`src/shutoff_pkg.sv`:
```
// Overview of operation
// Shutoff input forces channels 1-6 off
// Shutoff input level reported, event latched, auto-release
// Shutoff pin low forces 1-6 off, latched
// Supply faults pull pin low when reset released
// Overvoltage pulls pin at once, undervoltage delayed
// H-bridge channels 7-8 follow every shutoff but the channel 6 disable
// Pin overvoltage past deglitch releases pull-down, latched
// Filtered overvoltage shutoff held until flag read
// Any overvoltage glitch sets flag, no shutoff
// Undervoltage shutoff held filter time after clearing
// Power-on reset resets block, sets flag
// Digital test then analog check, under 3 ms
// Sequence runs on reset release or request
// Digital test three-states outputs, resets configuration
// Digital test walks every shutoff path, timer stop
// Test done flag; failure forces 1-6 off
// Analog check 100-160 us, 1-6 held off
// Any failure keeps 1-6 off, 7-8 usable unless in H-bridge mode
// Reset low or power-on reset aborts sequence
// Battery undervoltage forces all outputs off, latched
// Controller requests self-test before channel configuration
// Sticky flags clear on read, re-set if present
package shutoff_pkg;

  localparam int CLK_PERIOD_NS = 4;
  localparam int PIN_OV_DEGLITCH_NS = 2500;
  localparam int SUPPLY_HIGH_FILTER_NS = 5000;
  localparam int SUPPLY_LOW_FILTER_NS = 10000;
  localparam int SUPPLY_LOW_PIN_DELAY_NS = 10000;
  localparam int BATTERY_FILTER_NS = 5000;
  localparam int SELFCHECK_NS = 128000;

  // Least times round up to whole cycles
  localparam int PIN_OV_CYCLES = (PIN_OV_DEGLITCH_NS + CLK_PERIOD_NS - 1) / CLK_PERIOD_NS;
  localparam int SUPPLY_HIGH_CYCLES = (SUPPLY_HIGH_FILTER_NS + CLK_PERIOD_NS - 1) / CLK_PERIOD_NS;
  localparam int SUPPLY_LOW_CYCLES = (SUPPLY_LOW_FILTER_NS + CLK_PERIOD_NS - 1) / CLK_PERIOD_NS;
  localparam int SUPPLY_LOW_PIN_CYCLES =
    (SUPPLY_LOW_PIN_DELAY_NS + CLK_PERIOD_NS - 1) / CLK_PERIOD_NS;
  localparam int BATTERY_CYCLES = (BATTERY_FILTER_NS + CLK_PERIOD_NS - 1) / CLK_PERIOD_NS;
  localparam int SELFCHECK_CYCLES = (SELFCHECK_NS + CLK_PERIOD_NS - 1) / CLK_PERIOD_NS;

  localparam logic [15:0] PIN_OV_LIMIT = 16'(PIN_OV_CYCLES);
  localparam logic [15:0] SUPPLY_HIGH_LIMIT = 16'(SUPPLY_HIGH_CYCLES);
  localparam logic [15:0] SUPPLY_LOW_LIMIT = 16'(SUPPLY_LOW_CYCLES);
  localparam logic [15:0] SUPPLY_LOW_PIN_LIMIT = 16'(SUPPLY_LOW_PIN_CYCLES);
  localparam logic [15:0] BATTERY_LIMIT = 16'(BATTERY_CYCLES);

  // Digital self-test walk
  localparam logic [2:0] DIGITAL_SELFTEST_LAST_STEP = 3'h7;
  localparam logic [2:0] DIGITAL_SELFTEST_CH6_STEP = 3'h2;
  localparam logic [2:0] DIGITAL_SELFTEST_SUPPLY_STEP = 3'h6;
  localparam logic [2:0] DIGITAL_SELFTEST_TIMER_RUN_STEP = 3'h5;

  // Channel masks, bit 0 is channel 1
  localparam logic [7:0] CH_NONE = 8'h00;
  localparam logic [7:0] CH_LOW6 = 8'h3F;
  localparam logic [7:0] CH_SIX = 8'h20;
  localparam logic [7:0] CH_HIGH2 = 8'hC0;
  localparam logic [7:0] CH_ALL = 8'hFF;

  typedef enum logic [1:0] {
    SEQ_IDLE = 2'h0,
    SEQ_DIGITAL = 2'h1,
    SEQ_ANALOG = 2'h3,
    SEQ_DONE = 2'h2
  } seq_state_t;

  typedef struct packed {
    logic ext_off;
    logic all_off;
    logic ch6_off;
    logic hbridge;
  } sources_t;

  typedef struct packed {
    logic shutoff_in_event;
    logic shutoff_pin_event;
    logic feedback_pulldown_ov_event;
    logic feedback_pulldown_uv_event;
    logic pulldown_protect_event;
    logic supply_high_shutoff_event;
    logic supply_high_glitch_event;
    logic supply_low_shutoff_event;
    logic por_event;
    logic battery_low_event;
  } flags_t;

  typedef struct packed {
    logic shutoff_in_level;
    logic shutoff_pin_level;
    logic supply_high_level;
    logic supply_low_level;
    logic battery_low_level;
  } levels_t;

  typedef struct packed {
    logic [15:0] cnt;
    logic filt;
  } filter_state_t;

  typedef struct packed {
    seq_state_t seq;
    logic [2:0] digital_selftest_step;
    logic [15:0] seq_cnt;
    logic digital_selftest_err;
    logic selftest_done;
    logic selftest_fail;
    logic selfcheck_done;
    logic selfcheck_shutoff;
    logic selfcheck_seen;
    logic [3:0] timer_probe;
    logic [3:0] timer_probe_q;
    logic ext_reset_q;
    logic drive_q;
    logic protect;
    logic pin_oe;
    logic ov_latched;
    logic uv_shut;
    logic [15:0] uv_hold_cnt;
    flags_t flags;
    levels_t levels;
    logic [7:0] chan_off;
    logic [7:0] chan_hiz;
  } ctl_state_t;

  localparam filter_state_t FILTER_RESET = '{cnt: 16'h0000, filt: 1'b0};
  localparam flags_t FLAGS_AT_POR = 10'h002;
  localparam ctl_state_t CTL_RESET = '{seq: SEQ_IDLE, flags: FLAGS_AT_POR, default: '0};

endpackage : shutoff_pkg

```
`src/level_filter.sv`:
```
`timescale 1ns/1ps
// Passes a high level only after it has held for LIMIT cycles; drops at once
module level_filter #(
  parameter logic [15:0] LIMIT = 16'h0001
) (
  input wire logic ref_clk_i,
  input wire logic rst_n_i,
  input wire logic level_i,
  output logic filt_o
);

  shutoff_pkg::filter_state_t st_ff;
  shutoff_pkg::filter_state_t nxt_st;

  // Count the held level, clear on any low
  always_comb begin
    nxt_st = st_ff;
    if (!level_i) begin
      nxt_st.cnt = 16'h0000;
      nxt_st.filt = 1'b0;
    end else if (st_ff.cnt >= LIMIT - 16'h0001) begin
      nxt_st.filt = 1'b1;
    end else begin
      nxt_st.cnt = st_ff.cnt + 16'h0001;
    end
  end

  // State register
  always_ff @(posedge ref_clk_i) begin
    if (!rst_n_i) begin
      st_ff <= shutoff_pkg::FILTER_RESET;
    end else begin
      st_ff <= nxt_st;
    end
  end

  assign filt_o = st_ff.filt;

endmodule : level_filter

```
`src/shutoff_controller.sv`:
```
`timescale 1ns/1ps
module shutoff_controller #(
  parameter int SELFCHECK_CYCLES_P = shutoff_pkg::SELFCHECK_CYCLES
) (
  input wire logic ref_clk_i,
  input wire logic rst_n_i,
  input wire logic shutoff_in_high_i,
  input wire logic shutoff_pin_low_n_i,
  output logic shutoff_pin_low_n_o,
  output logic shutoff_pin_low_n_oe_o,
  input wire logic pin_over_thresh_i,
  input wire logic ext_reset_n_i,
  input wire logic supply_high_cmp_i,
  input wire logic supply_low_cmp_i,
  input wire logic por_cmp_i,
  input wire logic battery_low_cmp_i,
  input wire logic channel6_enable_in_i,
  input wire logic hbridge78_i,
  input wire logic cc_fail_i,
  input wire logic selftest_request_i,
  input wire logic spi_read_i,
  output logic [7:0] chan_off_o,
  output logic [7:0] chan_hiz_o,
  output shutoff_pkg::flags_t flags_o,
  output shutoff_pkg::levels_t levels_o,
  output logic selftest_done_o,
  output logic selftest_fail_shutoff_o,
  output logic selfcheck_done_o,
  output logic selfcheck_shutoff_o,
  output logic selfcheck_stim_o,
  output logic cfg_reset_o
);

  localparam logic [15:0] SC_LAST = 16'(SELFCHECK_CYCLES_P - 1);

  shutoff_pkg::ctl_state_t st_ff;
  shutoff_pkg::ctl_state_t nxt_st;
  shutoff_pkg::sources_t live_src;
  logic filt_rst_n;
  logic analog;
  logic supply_high_eff;
  logic ov_filt;
  logic uv_filt;
  logic uv_pin_filt;
  logic batt_filt;
  logic pin_ov_filt;
  logic drive_req;
  logic start;
  logic err_now;

  // Combine shutoff sources into the actively-off channel mask
  function automatic logic [7:0] chan_off_mask(input shutoff_pkg::sources_t s);
    logic [7:0] m;
    m = shutoff_pkg::CH_NONE;
    if (s.all_off) begin
      m = shutoff_pkg::CH_ALL;
    end else begin
      if (s.ext_off) begin
        m = s.hbridge ? shutoff_pkg::CH_ALL : shutoff_pkg::CH_LOW6;
      end
      if (s.ch6_off) begin
        m = m | shutoff_pkg::CH_SIX;
      end
    end
    return m;
  endfunction : chan_off_mask

  // Forced source pattern for each digital self-test step
  function automatic shutoff_pkg::sources_t digital_selftest_src(input logic [2:0] step);
    shutoff_pkg::sources_t s;
    s = '0;
    if (step == shutoff_pkg::DIGITAL_SELFTEST_CH6_STEP) begin
      s.ch6_off = 1'b1;
    end else if (step == shutoff_pkg::DIGITAL_SELFTEST_SUPPLY_STEP) begin
      s.all_off = 1'b1;
    end else begin
      s.ext_off = 1'b1;
    end
    return s;
  endfunction : digital_selftest_src

  // Mask that a healthy shutoff path must produce for each step
  function automatic logic [7:0] digital_selftest_expect(input logic [2:0] step);
    logic [7:0] m;
    m = shutoff_pkg::CH_LOW6;
    if (step == shutoff_pkg::DIGITAL_SELFTEST_CH6_STEP) begin
      m = shutoff_pkg::CH_SIX;
    end else if (step == shutoff_pkg::DIGITAL_SELFTEST_SUPPLY_STEP) begin
      m = shutoff_pkg::CH_ALL;
    end
    return m;
  endfunction : digital_selftest_expect

  // Power-on reset also clears the filters
  assign filt_rst_n = rst_n_i & ~por_cmp_i;
  assign analog = (st_ff.seq == shutoff_pkg::SEQ_ANALOG);
  // Comparator is stimulated during the analog check, so hide it then
  assign supply_high_eff = supply_high_cmp_i & ~analog;

  level_filter #(.LIMIT(shutoff_pkg::SUPPLY_HIGH_LIMIT)) u_ov_filt (
    .ref_clk_i(ref_clk_i),
    .rst_n_i(filt_rst_n),
    .level_i(supply_high_eff),
    .filt_o(ov_filt)
  );

  level_filter #(.LIMIT(shutoff_pkg::SUPPLY_LOW_LIMIT)) u_uv_filt (
    .ref_clk_i(ref_clk_i),
    .rst_n_i(filt_rst_n),
    .level_i(supply_low_cmp_i),
    .filt_o(uv_filt)
  );

  // Extra delay before undervoltage reaches the pin
  level_filter #(.LIMIT(shutoff_pkg::SUPPLY_LOW_PIN_LIMIT)) u_uv_pin_filt (
    .ref_clk_i(ref_clk_i),
    .rst_n_i(filt_rst_n),
    .level_i(uv_filt),
    .filt_o(uv_pin_filt)
  );

  level_filter #(.LIMIT(shutoff_pkg::BATTERY_LIMIT)) u_batt_filt (
    .ref_clk_i(ref_clk_i),
    .rst_n_i(filt_rst_n),
    .level_i(battery_low_cmp_i),
    .filt_o(batt_filt)
  );

  // Pin overvoltage only counts while the pull-down is on
  level_filter #(.LIMIT(shutoff_pkg::PIN_OV_LIMIT)) u_pin_ov_filt (
    .ref_clk_i(ref_clk_i),
    .rst_n_i(filt_rst_n),
    .level_i(pin_over_thresh_i & st_ff.pin_oe),
    .filt_o(pin_ov_filt)
  );

  // Live shutoff sources
  always_comb begin
    live_src.ext_off = shutoff_in_high_i | ~shutoff_pin_low_n_i | st_ff.ov_latched
      | st_ff.uv_shut | cc_fail_i | st_ff.selftest_fail | st_ff.selfcheck_shutoff;
    live_src.all_off = batt_filt;
    live_src.ch6_off = ~channel6_enable_in_i;
    live_src.hbridge = hbridge78_i;
  end

  // Pin feedback request and sequence triggers
  assign drive_req = ext_reset_n_i & (ov_filt | uv_pin_filt);
  assign start = ext_reset_n_i & (~st_ff.ext_reset_q | selftest_request_i);
  assign err_now = (chan_off_mask(digital_selftest_src(st_ff.digital_selftest_step)) != digital_selftest_expect(st_ff.digital_selftest_step))
    | ((st_ff.digital_selftest_step == shutoff_pkg::DIGITAL_SELFTEST_LAST_STEP)
       & (st_ff.timer_probe != st_ff.timer_probe_q));

  // Next-state logic
  always_comb begin
    nxt_st = st_ff;
    nxt_st.ext_reset_q = ext_reset_n_i;
    nxt_st.drive_q = drive_req;
    nxt_st.timer_probe_q = st_ff.timer_probe;
    // Sticky flags: set wins over the read clear
    nxt_st.flags = spi_read_i ? '0 : st_ff.flags;
    nxt_st.flags.shutoff_in_event = nxt_st.flags.shutoff_in_event | shutoff_in_high_i;
    nxt_st.flags.shutoff_pin_event = nxt_st.flags.shutoff_pin_event
      | ~shutoff_pin_low_n_i;
    nxt_st.flags.feedback_pulldown_ov_event = nxt_st.flags.feedback_pulldown_ov_event
      | (ext_reset_n_i & ov_filt);
    nxt_st.flags.feedback_pulldown_uv_event = nxt_st.flags.feedback_pulldown_uv_event
      | (ext_reset_n_i & uv_pin_filt);
    nxt_st.flags.supply_high_shutoff_event = nxt_st.flags.supply_high_shutoff_event
      | ov_filt;
    nxt_st.flags.supply_high_glitch_event = nxt_st.flags.supply_high_glitch_event
      | supply_high_eff;
    nxt_st.flags.supply_low_shutoff_event = nxt_st.flags.supply_low_shutoff_event
      | uv_filt;
    nxt_st.flags.battery_low_event = nxt_st.flags.battery_low_event | batt_filt;
    // Live levels
    nxt_st.levels.shutoff_in_level = shutoff_in_high_i;
    nxt_st.levels.shutoff_pin_level = shutoff_pin_low_n_i;
    nxt_st.levels.supply_high_level = supply_high_cmp_i;
    nxt_st.levels.supply_low_level = supply_low_cmp_i;
    nxt_st.levels.battery_low_level = battery_low_cmp_i;
    // Overvoltage shutoff held until the next readout
    nxt_st.ov_latched = ov_filt | (st_ff.ov_latched & ~spi_read_i);
    // Undervoltage shutoff lingers for the filter time after clearing
    if (uv_filt) begin
      nxt_st.uv_shut = 1'b1;
      nxt_st.uv_hold_cnt = 16'h0000;
    end else if (st_ff.uv_shut) begin
      if (st_ff.uv_hold_cnt >= shutoff_pkg::SUPPLY_LOW_LIMIT - 16'h0001) begin
        nxt_st.uv_shut = 1'b0;
        nxt_st.uv_hold_cnt = 16'h0000;
      end else begin
        nxt_st.uv_hold_cnt = st_ff.uv_hold_cnt + 16'h0001;
      end
    end
    // Pull-down protection: set on pin overvoltage, cleared by new activation
    if (drive_req & ~st_ff.drive_q) begin
      nxt_st.protect = 1'b0;
    end else if (pin_ov_filt & st_ff.pin_oe) begin
      nxt_st.protect = 1'b1;
      nxt_st.flags.pulldown_protect_event = 1'b1;
    end
    nxt_st.pin_oe = drive_req & ~nxt_st.protect;
    // Self-test timer used to prove timers can be stopped
    if ((st_ff.seq == shutoff_pkg::SEQ_DIGITAL)
        & (st_ff.digital_selftest_step == shutoff_pkg::DIGITAL_SELFTEST_TIMER_RUN_STEP)) begin
      nxt_st.timer_probe = st_ff.timer_probe + 4'h1;
    end
    // Self-test sequence
    case (st_ff.seq)
      shutoff_pkg::SEQ_DIGITAL: begin
        nxt_st.digital_selftest_err = st_ff.digital_selftest_err | err_now;
        if (st_ff.digital_selftest_step == shutoff_pkg::DIGITAL_SELFTEST_LAST_STEP) begin
          nxt_st.selftest_done = 1'b1;
          nxt_st.selftest_fail = st_ff.digital_selftest_err | err_now;
          nxt_st.seq = shutoff_pkg::SEQ_ANALOG;
          nxt_st.seq_cnt = 16'h0000;
          nxt_st.selfcheck_shutoff = 1'b1;
          nxt_st.selfcheck_seen = 1'b0;
        end else begin
          nxt_st.digital_selftest_step = st_ff.digital_selftest_step + 3'h1;
        end
      end
      shutoff_pkg::SEQ_ANALOG: begin
        nxt_st.selfcheck_seen = st_ff.selfcheck_seen | supply_high_cmp_i;
        if (st_ff.seq_cnt >= SC_LAST) begin
          nxt_st.selfcheck_done = 1'b1;
          nxt_st.selfcheck_shutoff = ~(st_ff.selfcheck_seen | supply_high_cmp_i);
          nxt_st.seq = shutoff_pkg::SEQ_DONE;
        end else begin
          nxt_st.seq_cnt = st_ff.seq_cnt + 16'h0001;
        end
      end
      shutoff_pkg::SEQ_IDLE, shutoff_pkg::SEQ_DONE: begin
        if (start) begin
          nxt_st.seq = shutoff_pkg::SEQ_DIGITAL;
          nxt_st.digital_selftest_step = 3'h0;
          nxt_st.digital_selftest_err = 1'b0;
          nxt_st.selftest_done = 1'b0;
          nxt_st.selftest_fail = 1'b0;
          nxt_st.selfcheck_done = 1'b0;
          nxt_st.selfcheck_shutoff = 1'b0;
          nxt_st.protect = 1'b0;
        end
      end
      default: begin
        nxt_st.seq = shutoff_pkg::SEQ_IDLE;
      end
    endcase
    // External reset low aborts a running sequence
    if (!ext_reset_n_i
        && (st_ff.seq == shutoff_pkg::SEQ_DIGITAL || st_ff.seq == shutoff_pkg::SEQ_ANALOG)) begin
      nxt_st.seq = shutoff_pkg::SEQ_IDLE;
    end
    // Output drive state
    if (nxt_st.seq == shutoff_pkg::SEQ_DIGITAL) begin
      nxt_st.chan_off = shutoff_pkg::CH_NONE;
      nxt_st.chan_hiz = shutoff_pkg::CH_ALL;
    end else begin
      nxt_st.chan_off = chan_off_mask(live_src);
      // Check shutoff holds 1-6 off from the very cycle the analog check starts
      if (nxt_st.selfcheck_shutoff) begin
        nxt_st.chan_off = nxt_st.chan_off
          | (hbridge78_i ? shutoff_pkg::CH_ALL : shutoff_pkg::CH_LOW6);
      end
      nxt_st.chan_hiz = (nxt_st.seq == shutoff_pkg::SEQ_ANALOG)
        ? (shutoff_pkg::CH_HIGH2 & ~nxt_st.chan_off) : shutoff_pkg::CH_NONE;
    end
    // Power-on reset sets the POR flag and clears all else but the reset pin history, so it starts no test
    if (por_cmp_i) begin
      nxt_st = shutoff_pkg::CTL_RESET;
      nxt_st.ext_reset_q = ext_reset_n_i;
    end
  end

  // State register
  always_ff @(posedge ref_clk_i) begin
    if (!rst_n_i) begin
      st_ff <= shutoff_pkg::CTL_RESET;
    end else begin
      st_ff <= nxt_st;
    end
  end

  // Outputs
  assign shutoff_pin_low_n_o = 1'b0;
  assign shutoff_pin_low_n_oe_o = st_ff.pin_oe;
  assign chan_off_o = st_ff.chan_off;
  assign chan_hiz_o = st_ff.chan_hiz;
  assign flags_o = st_ff.flags;
  assign levels_o = st_ff.levels;
  assign selftest_done_o = st_ff.selftest_done;
  assign selftest_fail_shutoff_o = st_ff.selftest_fail;
  assign selfcheck_done_o = st_ff.selfcheck_done;
  assign selfcheck_shutoff_o = st_ff.selfcheck_shutoff;
  assign selfcheck_stim_o = analog;
  assign cfg_reset_o = (st_ff.seq == shutoff_pkg::SEQ_DIGITAL);
endmodule : shutoff_controller

```
`config.mk`:
```
export PLATFORM = sky130hd
export DESIGN_NAME = shutoff_controller
export DESIGN_NICKNAME = d
export VERILOG_FILES = /design/src/shutoff_pkg.sv /design/src/level_filter.sv /design/src/shutoff_controller.sv
export SDC_FILE = /design/constraint.sdc
export NUM_CORES = 1
export LEC_CHECK = 0
export ABC_AREA = 0
export BUFFER_PORTS_ARGS = -buffer_cell sky130_fd_sc_hd__buf_2
export CAP_MARGIN = 20
export CORE_ASPECT_RATIO = 1.75
export CORE_MARGIN = 8
export CORE_UTILIZATION = 35
export DETAILED_ROUTE_END_ITERATION = 8
export PLACE_DENSITY = 0.6
export SYNTH_ARGS = -nofsm -noshare
export SYNTH_HDL_FRONTEND = slang
export SYNTH_SLANG_ARGS = --single-unit
```
`constraint.sdc`:
```
create_clock -name ref_clk_i -period 1.9 [get_ports ref_clk_i]
set_clock_uncertainty 0.1 [all_clocks]
set_input_delay 0.19 -clock ref_clk_i [delete_from_list [all_inputs] [get_ports ref_clk_i]]
set_output_delay 0.19 -clock ref_clk_i [all_outputs]
set_load 0.005 [all_outputs]
```
==> run_results.csv <==
group,metric,value,unit
outcome,status,"complete, but fails checks",
outcome,violations,"setup timing",
global_routing,top_usage_layer,"met2",
finish,synthToLayoutAreaGrowth,24.88,%
timing,finalMaxSlewViolations,0,
worst_setup_path,worstPathRequired,2150,ps
timing,worst_slew_pin_slew,640.1,ps
timing,rsz0062_at_grt,"true",
detailed_routing,vias,5720,
clock_tree,cts.sinks,162,
finish,drive_gt1_share,24.94,%
timing,fin_crit,1973,ps
hold_path,hp-class,"in -> reg",
clock_tree,numCtsBuffers,17,
detailed_routing,drc_errors,0,
yosys,synth_nets,798,
finish,final_nets,905,
worst_setup_path,critPathMaxFanout,4,
floorplanning,fp-row-count,68,
yosys,ys_ff_latch,162,
power_and_ir_drop,power.density,786.6,nW/um2
global_routing,grt_remaining_overflow,0,
global_routing,grtUsageMet3,3.505,%
yosys,synth.cell_area,6964,um2
detailed_routing,drtIter0Drc,293,
floorplanning,core,19650,um2
yosys,avgSynthCellArea,9.092,um2
worst_setup_path,cp-start-kind,"flop",
placed_design,dp_cells,1086,
global_routing,grt_pass1_vias,5747,
power_and_ir_drop,ir_drop,0.6026,mV
floorplanning,die_x,122.6,um
yosys,synth.distinct_cells,60,
floorplanning,io_pins,54,
detailed_routing,ant_nets,0,
clock_tree,clockBufferDepth,2,
floorplanning,start_util,35.43,%
worst_setup_path,worst_setup_path_end_kind,"flop",
placed_design,place_area,7838,um2
global_routing,met2_usage,23.53,%
yosys,async_flop_share,0,%
timing,slew_headroom,57.04,%
global_routing,grt_max_degree,20,
timing,holdWs,20.31,ps
floorplanning,fp.dieH,202.6,um
finish,fill_cells,1914,
global_routing,grt_pass1_wl,26.72,mm
finish,stdcell_count,1132,
timing,setup_violations,2,
timing,fin_crit_sh,103.9,%
power_and_ir_drop,p_leak,3.436,nW
detailed_routing,detailedRoute.firstPassIterationCount,4,
clock_tree,htree_num_levels,4,
yosys,synth-seq-area-share,46.57,%
global_routing,antenna_found_initial,1,
timing,hold_violations,0,
yosys,synth-main-ff-cell,"dfxtp_1",
global_routing,gr-usage-met1,14.37,%
clock_tree,cts_tree,"yes",
timing,layout_setup_ws,-73.35,ps
clock_tree,insertion_delay,420,ps
flow_run,max-cap-violations,0,
placed_design,gp_routability_congestion,0.8247,
detailed_routing,wire_per_inst,14.36,um
global_routing,globalRouteTotalUtil,13.30,%
yosys,synthCells,766,
clock_tree,path_clk_slew,60,ps
worst_setup_path,crit_arrival,2220,ps
placed_design,io_buffers,52,
yosys,synth_edf_count,0,
worst_setup_path,setup.worst_path.class,"reg -> reg",
placed_design,dp.final_hpwl,11.93,mm
floorplanning,die_area,24850,um2
clock_tree,cts_root_buf,"clkbuf_16",
timing,max_freq,506.8,MHz
detailed_routing,drt_wl_total,16.26,mm
detailed_routing,routed_via_density,5.053,
yosys,yosysWarningCount,0,
finish,final_area,8697,um2
critical path, cell delays in order (launching register included):
cell	delay (ps)
dfxtp_2	330
ha_4	160
or4_4	430
o211ai_4	240
nand4_1	150
or3_1	370
a21oi_2	150
worst paths after layout:
path                                                       from                         endpoint  slack (ps)  cells past startpoint
worst min-delay path                          supply_high_cmp_i           levels_o[2]$_SDFF_PN0_          20                      2
worst max-delay path            u_uv_filt.st_ff[1]$_SDFFE_PN0N_  u_uv_filt.st_ff[5]$_SDFFE_PN0N_         -70                      6
worst min register to register          flags_o[1]$_SDFFE_PN1P_          flags_o[1]$_SDFFE_PN1P_         340                      1
worst max register to register  u_uv_filt.st_ff[1]$_SDFFE_PN0N_  u_uv_filt.st_ff[5]$_SDFFE_PN0N_         -70                      6
sequential cells by signal, summed over array words and instances (netlist names), 5 cells and up:
name / flops
st_ff: 52
u_batt_filt.st_ff: 16
u_ov_filt.st_ff: 16
u_pin_ov_filt.st_ff: 16
u_uv_filt.st_ff: 16
u_uv_pin_filt.st_ff: 16
flags_o: 10
levels_o: 5
final cells by class:
| class | count | area (um2) | share of cell area (%) |
|---|---|---|---|
| multi-input cells | 532 | 3548 | 40.80 |
| well taps | 245 | 306.5 | 3.525 |
| repair buffers | 137 | 943.4 | 10.85 |
| flip-flops and latches | 162 | 3252 | 37.39 |
| clock buffers | 22 | 474.2 | 5.452 |
| clock inverters | 10 | 83.83 | 0.9639 |
| inverters | 23 | 86.33 | 0.9927 |
| diodes | 1 | 2.502 | 0.02877 |
per-layer routing:
metal  up-vias  routed length, um
li1       2867                  -
met1      2718               6726
met2       107               8371
met3        28                752
met4         0                407
met5         -                  0
timing repair:
item,CTS,global route
setup endpoints to repair,15,51
gates resized for setup,11,43
hold buffers,7,0
endpoints found under the hold margin,15,0
setup buffers,0,6
pin swaps,4,12
kinds of logic after synthesis:
| group | Yosys count | share of synthesized area (%) |
|---|---|---|
| adder cells (fa/ha/maj) | 17 | 3.054 |
| XOR/XNOR | 59 | 7.420 |
| AND/OR/NAND/NOR | 331 | 24.60 |
| buffers and inverters | 72 | 5.623 |
| AO/OA/AOI/OAI | 118 | 11.82 |
| flip-flops | 162 | 46.57 |
| other | 1 | 0.05385 |
| multiplexers | 6 | 0.8624 |
metrics by stage:
stage                     worst slack, ps  utilization (%)  setup TNS, ps  power, W
after floorplan                    -50.11                -         -98.86  0.003622
after global placement             -12.41            39.88         -27.62  0.003694
after detailed placement           -35.04            39.88         -244.3  0.003695
after CTS                          -1.747            43.22         -1.905  0.006925
after global routing               -171.3            44.25          -2052  0.007095
final                              -73.35            44.25         -73.91  0.006842
power by group:
part	internal [W]	total (W)	switching, W	leakage [nW]
registers	0.00342	0.00343	0.0000116	1.31
logic	0.0000833	0.000204	0.000121	1.85
clock network	0.00189	0.00321	0.00132	0.275
total	0.00539	0.00684	0.00145	3.44
cells in the mapped netlist (2+ instances only):
cell type / count / share of area, %
nand2b_1: 6 / 0.54
nand4_1: 18 / 1.6
buf_1: 3 / 0.16
nor3_1: 16 / 1.1
nand3b_1: 3 / 0.32
nor3b_1: 9 / 0.97
nand4b_1: 4 / 0.50
or3_1: 7 / 0.63
dfxtp_1: 162 / 47
nand3_1: 37 / 2.7
nor2b_1: 2 / 0.18
o21a_1: 4 / 0.43
nor2_1: 104 / 5.6
a2111oi_4: 2 / 0.79
a22oi_1: 3 / 0.32
a41oi_1: 4 / 0.50
buf_4: 32 / 3.4
o211ai_1: 7 / 0.75
a31o_2: 4 / 0.50
o21ai_0: 24 / 1.7
clkbuf_1: 13 / 0.70
a2111oi_0: 5 / 0.63
or4_4: 2 / 0.32
ha_1: 17 / 3.1
a31oi_1: 5 / 0.45
mux2i_1: 6 / 0.86
nor4_1: 14 / 1.3
nand2_1: 44 / 2.4
and2_1: 23 / 2.1
or4_1: 4 / 0.43
xor2_1: 32 / 4.0
a211oi_1: 7 / 0.75
a21o_1: 9 / 0.97
inv_1: 23 / 1.2
and3_1: 30 / 2.7
xnor2_1: 27 / 3.4
a21oi_1: 31 / 2.2
cell usage in the layout, fill, tap and decap left out, types with 4 or more instances in the layout:
cell / instances
dfxtp_1: 155
nor2_1: 103
buf_4: 73
buf_2: 52
nand2_1: 43
nand3_1: 34
xor2_1: 31
and3_1: 29
a21oi_1: 27
xnor2_1: 27
and2_1: 23
inv_1: 22
nand4_1: 18
clkbuf_16: 17
nor3_1: 16
o21ai_0: 16
ha_1: 13
nor4_1: 10
a21o_1: 9
o21ai_1: 8
o211ai_1: 7
nor3b_2: 7
a211oi_1: 7
dlygate4sd3_1: 7
dfxtp_2: 7
or3_1: 6
mux2i_1: 6
nand2b_1: 6
clkinv_2: 6
nor4_2: 5
a31oi_1: 5
or4_4: 4
a31o_2: 4
nand4b_1: 4
a21oi_2: 4
o21a_1: 4
buf_6: 4
Power figures use the tool's default switching activity.
